<file path="config.mk">
export PLATFORM = sky130hd
export DESIGN_NAME = ebtc_timer
export DESIGN_NICKNAME = d
export VERILOG_FILES = /design/src/logic/ebtc_pkg.sv /design/src/logic/ebtc_prescaler.sv /design/src/logic/ebtc_timer.sv
export VERILOG_INCLUDE_DIRS = /design/src /design/src/logic
export SDC_FILE = /design/constraint.sdc
export NUM_CORES = 1
export LEC_CHECK = 0
export ABC_AREA = 1
export BUFFER_PORTS_ARGS = -buffer_cell sky130_fd_sc_hd__buf_2
export CORE_UTILIZATION = 28
export CTS_BUF_LIST = sky130_fd_sc_hd__clkbuf_4
export DETAILED_ROUTE_END_ITERATION = 10
export REMOVE_ABC_BUFFERS = 1
export SLEW_MARGIN = 15
export SYNTH_ARGS = -nofsm -noshare
export SYNTH_HDL_FRONTEND = slang
export SYNTH_SLANG_ARGS = --single-unit
</file>
<file path="constraint.sdc">
create_clock -name clk -period 3.7 [get_ports clk]
set_input_delay 0.37 -clock clk [delete_from_list [all_inputs] [get_ports clk]]
set_output_delay 0.37 -clock clk [all_outputs]
set_load 0.02 [all_outputs]
</file>
<file path="src/logic/ebtc_map.svh">
// register offsets, field positions, reset values and counts of the timer
`ifndef EBTC_MAP_SVH
`define EBTC_MAP_SVH

`define EBTC_ADDR_W          3
`define EBTC_OFF_COUNT       3'h0
`define EBTC_OFF_OPTION      3'h1
`define EBTC_OFF_IRQ_STATUS  3'h2
`define EBTC_OFF_IRQ_CLEAR   3'h3
`define EBTC_OFF_IRQ_ENABLE  3'h4

`define EBTC_BIT_SRC_SEL     5
`define EBTC_BIT_EDGE_SEL    4
`define EBTC_BIT_BYPASS      3
`define EBTC_RATIO_MSB       2
`define EBTC_RATIO_LSB       0
`define EBTC_BIT_OVF         0

`define EBTC_OPTION_RESET    8'hFF
`define EBTC_COUNT_RESET     8'h00
`define EBTC_COUNT_MAX       8'hFF
`define EBTC_INHIBIT_CYCLES  2'h2

`endif

</file>
<file path="src/logic/ebtc_pkg.sv">
// types shared by the eight-bit timer/counter
package ebtc_pkg;

  // quarter phases of one instruction cycle
  typedef enum logic [1:0] {
    PH_Q1,
    PH_Q2,
    PH_Q3,
    PH_Q4
  } ebtc_phase_t;

  typedef logic [7:0] ebtc_byte_t;

endpackage

</file>
<file path="src/logic/ebtc_prescaler.sv">
// hidden prescale divider for the timer count path
`timescale 1ns/1ps
`default_nettype none

module ebtc_prescaler
  import ebtc_pkg::*;
#(
  parameter int WIDTH = 8
) (
  // clock and reset
  input  wire logic             clk,
  input  wire logic             resetn,
  // control
  input  wire logic             clear,
  input  wire logic             tick,
  input  wire logic [2:0]       ratio,
  // divided output
  output logic                  outPulse
);

  logic [WIDTH-1:0] divCount;

  // ratio 000 divides by 2, each step doubles up to 111 at 256
  function automatic logic [WIDTH-1:0] ratioMask(input logic [2:0] r);
    logic [WIDTH:0] wide;
    // four-bit shift amount, or code 111 would wrap to a zero shift
    wide = ({{WIDTH{1'b0}}, 1'b1} << ({1'b0, r} + 4'h1)) - 1'b1;
    return wide[WIDTH-1:0];
  endfunction

  always_ff @(posedge clk or negedge resetn) begin
    if (!resetn) begin
      divCount <= '0;
    end else if (clear) begin
      divCount <= '0;
    end else if (tick) begin
      divCount <= divCount + 1'b1;
    end
  end

  // free-running count: the masked low bits are all ones once per period
  always_comb begin
    outPulse = tick && !clear &&
               ((divCount & ratioMask(ratio)) == ratioMask(ratio));
  end

endmodule // ebtc_prescaler

`default_nettype wire

</file>
<file path="src/logic/ebtc_timer.sv">
// eight-bit timer/counter with prescaler, overflow flag and register port
//
// The register offsets and the strobed register port were decided locally.
`timescale 1ns/1ps
`default_nettype none
`include "ebtc_map.svh"

module ebtc_timer
  import ebtc_pkg::*;
#(
  parameter int PRESCALE_WIDTH = 8
) (
  // clock and reset
  input  wire logic                   clk,
  input  wire logic                   resetn,

  // register port
  input  wire logic [`EBTC_ADDR_W-1:0] regAddr,
  input  wire logic [7:0]             regWriteData,
  input  wire logic                   regWrite,
  input  wire logic                   regRead,
  output logic      [7:0]             regReadData,

  // core state and external pin
  input  wire logic                   sleepMode,
  input  wire logic                   externalCountInput,

  // events
  output logic                        irqOut,
  output logic                        overflowGate
);

  // register state
  ebtc_byte_t  timerCount;
  ebtc_byte_t  optionReg;
  logic        overflowFlag;
  logic        overflowIrqEnable;

  // instruction cycle sequencing
  ebtc_phase_t phase;
  ebtc_phase_t next_phase;
  logic        isQ2;
  logic        isQ4;

  // count path
  logic        pinSync1;
  logic        pinSync2;
  logic        pinPrev;
  logic        pinEdge;
  logic        srcTick;
  logic        prescOut;
  logic        pathOut;
  logic        prescTick;
  logic        samplePoint;
  logic        edgePending;
  logic        incRequest;
  logic [1:0]  inhibitCount;
  logic        incNow;
  logic        wrapNow;

  // decoded accesses
  logic        writeCount;
  logic        writeOption;
  logic        writeClear;
  logic        writeEnable;

  // read port
  ebtc_byte_t  next_readData;

  // option fields
  logic        countSourceSelect;
  logic        sourceEdgeSelect;
  logic        prescalerBypass;
  logic [2:0]  prescaleRatio;

  function automatic logic isWriteTo(
    input logic [`EBTC_ADDR_W-1:0] a,
    input logic [`EBTC_ADDR_W-1:0] off,
    input logic                    w
  );
    return w && (a == off);
  endfunction

  assign writeCount  = isWriteTo(regAddr, `EBTC_OFF_COUNT, regWrite);
  assign writeOption = isWriteTo(regAddr, `EBTC_OFF_OPTION, regWrite);
  assign writeClear  = isWriteTo(regAddr, `EBTC_OFF_IRQ_CLEAR, regWrite);
  assign writeEnable = isWriteTo(regAddr, `EBTC_OFF_IRQ_ENABLE, regWrite);

  assign countSourceSelect = optionReg[`EBTC_BIT_SRC_SEL];
  assign sourceEdgeSelect  = optionReg[`EBTC_BIT_EDGE_SEL];
  assign prescalerBypass   = optionReg[`EBTC_BIT_BYPASS];
  assign prescaleRatio     = optionReg[`EBTC_RATIO_MSB:`EBTC_RATIO_LSB];

  assign isQ2 = (phase == PH_Q2);
  assign isQ4 = (phase == PH_Q4);
  assign samplePoint = isQ2 || isQ4;

  // ---------------------------------------------------------------
  // instruction cycle phases; the core clock stops in sleep
  // ---------------------------------------------------------------
  always_comb begin
    case (phase)
      PH_Q1:   next_phase = PH_Q2;
      PH_Q2:   next_phase = PH_Q3;
      PH_Q3:   next_phase = PH_Q4;
      PH_Q4:   next_phase = PH_Q1;
      default: next_phase = PH_Q1;
    endcase
  end

  always_ff @(posedge clk or negedge resetn) begin
    if (!resetn) begin
      phase <= PH_Q1;
    end else if (!sleepMode) begin
      phase <= next_phase;
    end
  end

  // ---------------------------------------------------------------
  // external pin: two-stage synchroniser, then edge history
  // ---------------------------------------------------------------
  always_ff @(posedge clk or negedge resetn) begin
    if (!resetn) begin
      pinSync1 <= 1'b0;
      pinSync2 <= 1'b0;
    end else begin
      pinSync1 <= externalCountInput;
      pinSync2 <= pinSync1;
    end
  end

  // history resets to the pin's idle low level, so a quiet pin gives
  // no false edge right after reset
  always_ff @(posedge clk or negedge resetn) begin
    if (!resetn) begin
      pinPrev <= 1'b0;
    end else begin
      pinPrev <= pinSync2;
    end
  end

  // edge select 1 counts high-to-low, 0 counts low-to-high
  always_comb begin
    if (sourceEdgeSelect) begin
      pinEdge = pinPrev && !pinSync2;
    end else begin
      pinEdge = !pinPrev && pinSync2;
    end
  end

  // source: one tick per instruction cycle, or a selected pin edge
  always_comb begin
    if (sleepMode) begin
      srcTick = 1'b0;
    end else if (countSourceSelect) begin
      srcTick = pinEdge;
    end else begin
      srcTick = isQ4;
    end
  end

  // the divider only sees ticks while it sits in the count path
  assign prescTick = srcTick && !prescalerBypass;

  ebtc_prescaler #(
    .WIDTH    (PRESCALE_WIDTH)
  ) u_prescaler (
    .clk      (clk),
    .resetn   (resetn),
    .clear    (writeCount),
    .tick     (prescTick),
    .ratio    (prescaleRatio),
    .outPulse (prescOut)
  );

  // bypass set gives 1:1 and the ratio field has no effect
  assign pathOut = prescalerBypass ? srcTick : prescOut;

  // ---------------------------------------------------------------
  // sampling of the path output at Q2 and Q4
  // ---------------------------------------------------------------
  // a pulse between sample points is held so it is never missed
  always_ff @(posedge clk or negedge resetn) begin
    if (!resetn) begin
      edgePending <= 1'b0;
    end else if (writeCount) begin
      edgePending <= 1'b0;
    end else if (sleepMode) begin
      // sleep freezes a caught pulse instead of dropping it
      edgePending <= edgePending;
    end else if (samplePoint) begin
      edgePending <= 1'b0;
    end else if (pathOut) begin
      edgePending <= 1'b1;
    end
  end

  always_ff @(posedge clk or negedge resetn) begin
    if (!resetn) begin
      incRequest <= 1'b0;
    end else if (writeCount) begin
      incRequest <= 1'b0;
    end else if (sleepMode) begin
      incRequest <= incRequest;
    end else if (isQ2) begin
      incRequest <= incRequest || edgePending || pathOut;
    end else if (isQ4) begin
      // the Q2 capture is spent at this Q4, so start afresh
      incRequest <= edgePending || pathOut;
    end
  end

  // ---------------------------------------------------------------
  // write inhibit, counted in instruction cycles
  // ---------------------------------------------------------------
  always_ff @(posedge clk or negedge resetn) begin
    if (!resetn) begin
      inhibitCount <= 2'h0;
    end else if (writeCount) begin
      inhibitCount <= `EBTC_INHIBIT_CYCLES;
    end else if (!sleepMode && isQ4 && inhibitCount != 2'h0) begin
      inhibitCount <= inhibitCount - 2'h1;
    end
  end

  // the count moves only at the end of Q4, one step per cycle at most
  assign incNow  = isQ4 && incRequest && !sleepMode &&
                   !writeCount && (inhibitCount == 2'h0);
  assign wrapNow = incNow && (timerCount == `EBTC_COUNT_MAX);

  // ---------------------------------------------------------------
  // count register
  // ---------------------------------------------------------------
  always_ff @(posedge clk or negedge resetn) begin
    if (!resetn) begin
      timerCount <= `EBTC_COUNT_RESET;
    end else if (writeCount) begin
      timerCount <= regWriteData;
    end else if (incNow) begin
      timerCount <= timerCount + 8'h01;
    end
  end

  // ---------------------------------------------------------------
  // option register
  // ---------------------------------------------------------------
  always_ff @(posedge clk or negedge resetn) begin
    if (!resetn) begin
      optionReg <= `EBTC_OPTION_RESET;
    end else if (writeOption) begin
      optionReg <= regWriteData;
    end
  end

  // ---------------------------------------------------------------
  // overflow flag and interrupt
  // ---------------------------------------------------------------
  // a wrap in the same cycle as a clear keeps the flag set
  always_ff @(posedge clk or negedge resetn) begin
    if (!resetn) begin
      overflowFlag <= 1'b0;
    end else if (wrapNow) begin
      overflowFlag <= 1'b1;
    end else if (writeClear && regWriteData[`EBTC_BIT_OVF]) begin
      overflowFlag <= 1'b0;
    end
  end

  always_ff @(posedge clk or negedge resetn) begin
    if (!resetn) begin
      overflowIrqEnable <= 1'b0;
    end else if (writeEnable) begin
      // reads back, so software can save and restore the mask
      overflowIrqEnable <= regWriteData[`EBTC_BIT_OVF];
    end
  end

  // follows the flag one cycle later; it cannot wake from sleep
  // since no wrap happens there
  always_ff @(posedge clk or negedge resetn) begin
    if (!resetn) begin
      irqOut <= 1'b0;
    end else begin
      irqOut <= overflowFlag && overflowIrqEnable;
    end
  end

  // one-cycle pulse for the gate of the 16-bit timer
  always_ff @(posedge clk or negedge resetn) begin
    if (!resetn) begin
      overflowGate <= 1'b0;
    end else begin
      overflowGate <= wrapNow;
    end
  end

  // ---------------------------------------------------------------
  // read port: data stand only in the cycle after the strobe
  // ---------------------------------------------------------------
  // the prescaler count has no address, so software never sees it
  always_comb begin
    next_readData = 8'h00;
    if (regRead) begin
      case (regAddr)
        `EBTC_OFF_COUNT:      next_readData = timerCount;
        `EBTC_OFF_OPTION:     next_readData = optionReg;
        `EBTC_OFF_IRQ_STATUS: next_readData = {7'h00, overflowFlag};
        `EBTC_OFF_IRQ_ENABLE: next_readData = {7'h00, overflowIrqEnable};
        default:              next_readData = 8'h00;
      endcase
    end
  end

  always_ff @(posedge clk or negedge resetn) begin
    if (!resetn) begin
      regReadData <= 8'h00;
    end else begin
      regReadData <= next_readData;
    end
  end

endmodule // ebtc_timer

`default_nettype wire

</file>
==> impl_metrics.env <==
export IMPL_final_nets=331
export IMPL_power_w=0.00134
export IMPL_drt_vias_per_instance=4.70
export IMPL_multi_input_area_mm2=0.00107
export IMPL_worst_pin_slew_ns=0.999
export IMPL_vias=1937
export IMPL_status="complete, no violations"
export IMPL_synthTopCellsByArea="dfrtp_1, nand2_1, dfstp_2"
export IMPL_syn_area_mm2=0.00239
export IMPL_rsz0062_at_grt="no"
export IMPL_drive_gt1_frac=0.186
export IMPL_cts_made_buffers=5
export IMPL_synth_ff_type="dfrtp_1"
export IMPL_dpl_hpwl_mm=3.62
export IMPL_min_path_type="in -> reg"
export IMPL_setup_viol_count_final=0
export IMPL_cts_resized=0
export IMPL_drtIter0Drc=125
export IMPL_post_route_period_util=0.474
export IMPL_start_kind="input port"
export IMPL_gp_congestion=0.814
export IMPL_required_ns=3.93
export IMPL_post_cts_buffers=0
export IMPL_crit_fanout=25
export IMPL_synth_top_area_frac=0.388
export IMPL_layout_area_seq_mm2=0.00114
export IMPL_synth_area_per_cell_um2=8.56
export IMPL_async_reset_ff_frac=1.00
export IMPL_grt_pass1_wl_mm=8.83
export IMPL_utilization=0.324
export IMPL_track_usage=0.128
export IMPL_synthDistinctLibCells=36
export IMPL_finClkSkew_ns=0.0117
export IMPL_grt_pass1_vias=1842
export IMPL_portBuffers=26
export IMPL_dieArea_mm2=0.00890
export IMPL_hold_ws_ns=0.109
export IMPL_fin_setup_tns_ns=0
export IMPL_wirelength_mm=4.99
export IMPL_drc=0
export IMPL_syn_to_final_growth_pct=11.5
export IMPL_ys_seq_area_frac=0.476
export IMPL_drv_cap=0
export IMPL_period_minus_slack_ns=1.75
export IMPL_crit_arrival_ns=1.98
export IMPL_hold_viol=0
export IMPL_netlist_instances=279
export IMPL_n_antenna_cell=0
export IMPL_wire_per_inst_um=12.1
export IMPL_drtPass1Iterations=4
export IMPL_clock_latency_ns=0.36
export IMPL_cts_hold_buf=0
export IMPL_cts_sinks=45
export IMPL_endpoint_kind="flop"
export IMPL_max_freq_ghz=0.570
export IMPL_vdd_ir_drop_max_uv=225
export IMPL_cts_max_path_buffers=2
export IMPL_final_max_slew_viol_count=0
export IMPL_antenna_found_initial=0
export IMPL_worstSetupPathType="in -> reg"
export IMPL_die_h_um=94.4
export IMPL_ioPinCount=27
export IMPL_cts_tree="built"
export IMPL_yosys_warnings=0
export IMPL_h_tree_depth=2
export IMPL_fill_cells=872
export IMPL_grt_ovfl_total=0
export IMPL_dp_slack_ns=1.56
export IMPL_num_rows=33
export IMPL_grt_max_degree=46
export IMPL_die_w_um=94.4
export IMPL_synth_edff_count=0
export IMPL_cts_clk_slew_worst_paths_ns=0.13
export IMPL_ys_ff_latch=45
export IMPL_p_per_area_mw_per_mm2=502
export IMPL_ant_nets=0
export IMPL_setup_slack_ns=1.95
export IMPL_coreArea_mm2=0.00822
export IMPL_start_util=0.291
export IMPL_yosysTopAreaCell="dfrtp_1"
export IMPL_power_leakage_nw=1.31
export IMPL_relSlewSlack=0.334
export IMPL_root_buffer="clkbuf_4"
==> layout by cell type, fill, tap and decap left out, types with 8 or more instances in the layout <==
cell type  count
a21oi_1       14
buf_2         26
dfrtp_1       37
dfstp_2        8
ha_1           8
inv_1         37
nand2_1       60
nand3_1       27
nand4_1        9
nor2_1        16
o21ai_0       14
==> cell type report <==
class                           count  share of cell area
Inverter                           39              0.0550
Clock inverter                      3             0.00470
Timing Repair Buffer               26              0.0488
Sequential cell                    45               0.426
Clock buffer                        5              0.0141
Multi-Input combinational cell    189               0.402
Tap cell                          105              0.0493
==> synth_stat cells, types with 2 or more instances <==
| library cell | n |
|---|---|
| o221ai_1 | 4 |
| ha_1 | 8 |
| nor2_1 | 16 |
| dfstp_2 | 8 |
| o21ai_0 | 14 |
| a21oi_1 | 14 |
| xor2_1 | 4 |
| buf_2 | 4 |
| xnor2_1 | 5 |
| nand2_1 | 60 |
| nand3_1 | 27 |
| o21ai_2 | 6 |
| nor2_4 | 2 |
| nand2_4 | 2 |
| nand4_1 | 9 |
| dfrtp_1 | 37 |
| inv_1 | 37 |
| o211ai_1 | 3 |
| nor3_1 | 2 |
==> per-layer routing <==
| metal | wire length, um | global-route usage | share of wire | up-vias |
|---|---|---|---|---|
| li1 | - | - | - | 977 |
| met1 | 2370 | 0.171 | 0.47 | 908 |
| met2 | 2290 | 0.201 | 0.46 | 48 |
| met3 | 291 | 0.0274 | 0.058 | 4 |
| met4 | 44 | 0.0526 | 0.0088 | 0 |
| met5 | 0 | 0 | 0 | - |
==> report_power, final <==
| part | internal, W | switching, W |
|---|---|---|
| clock | 0.0000691 | 0.000159 |
| combinational | 0.000158 | 0.000226 |
| sequential | 0.000616 | 0.000108 |
==> state kept, by name (all words and copies together) (netlist names) <==
signal	cells
inhibitCount	2
overflowFlag	1
pinSync2	1
timerCount	8
pinPrev	1
irqOut	1
u_prescaler.divCount	8
phase	2
pinSync1	1
overflowGate	1
overflowIrqEnable	1
edgePending	1
optionReg	8
incRequest	1
regReadData	8
==> critical path, stage by stage <==
cell and delay (ns):
buf_2 0.13, nor2_1 0.61, nand2_4 0.30, inv_1 0.23
nor2_4 0.06, inv_1 0.14, o221ai_1 0.14
==> logic make-up after synthesis <==
kind of cell | count (synthesis) | share of synthesized area
buffers and inverters | 45 | 0.0765
adder cells (fa/ha/maj) | 8 | 0.0419
other | 1 | 0.00157
XOR/XNOR | 9 | 0.0330
AO/OA/AOI/OAI | 46 | 0.123
flip-flops | 45 | 0.476
AND/OR/NAND/NOR | 125 | 0.249
==> path summary, 6_finish.rpt <==
path                               startpoint              to  slack (ns)  cells after the start
min in group asynchronous              resetn  regReadData[6]        0.17                      1
hold / removal             externalCountInput        pinSync1        0.11                      1
setup reg to reg                 optionReg[2]     edgePending        2.02                     11
hold reg to reg                      pinSync1        pinSync2        0.37                      0
setup / recovery                   regAddr[1]   timerCount[5]        1.95                      7
max in group asynchronous              resetn  regReadData[5]        2.92                      1
==> stage by stage <==
step	cell area [um^2]	instances
after CTS	2660	412
after global placement	2610	404
after global routing	2660	412
after floorplan	2350	273
after detailed placement	2610	404
final	2660	412
Power figures use the tool's default switching activity.
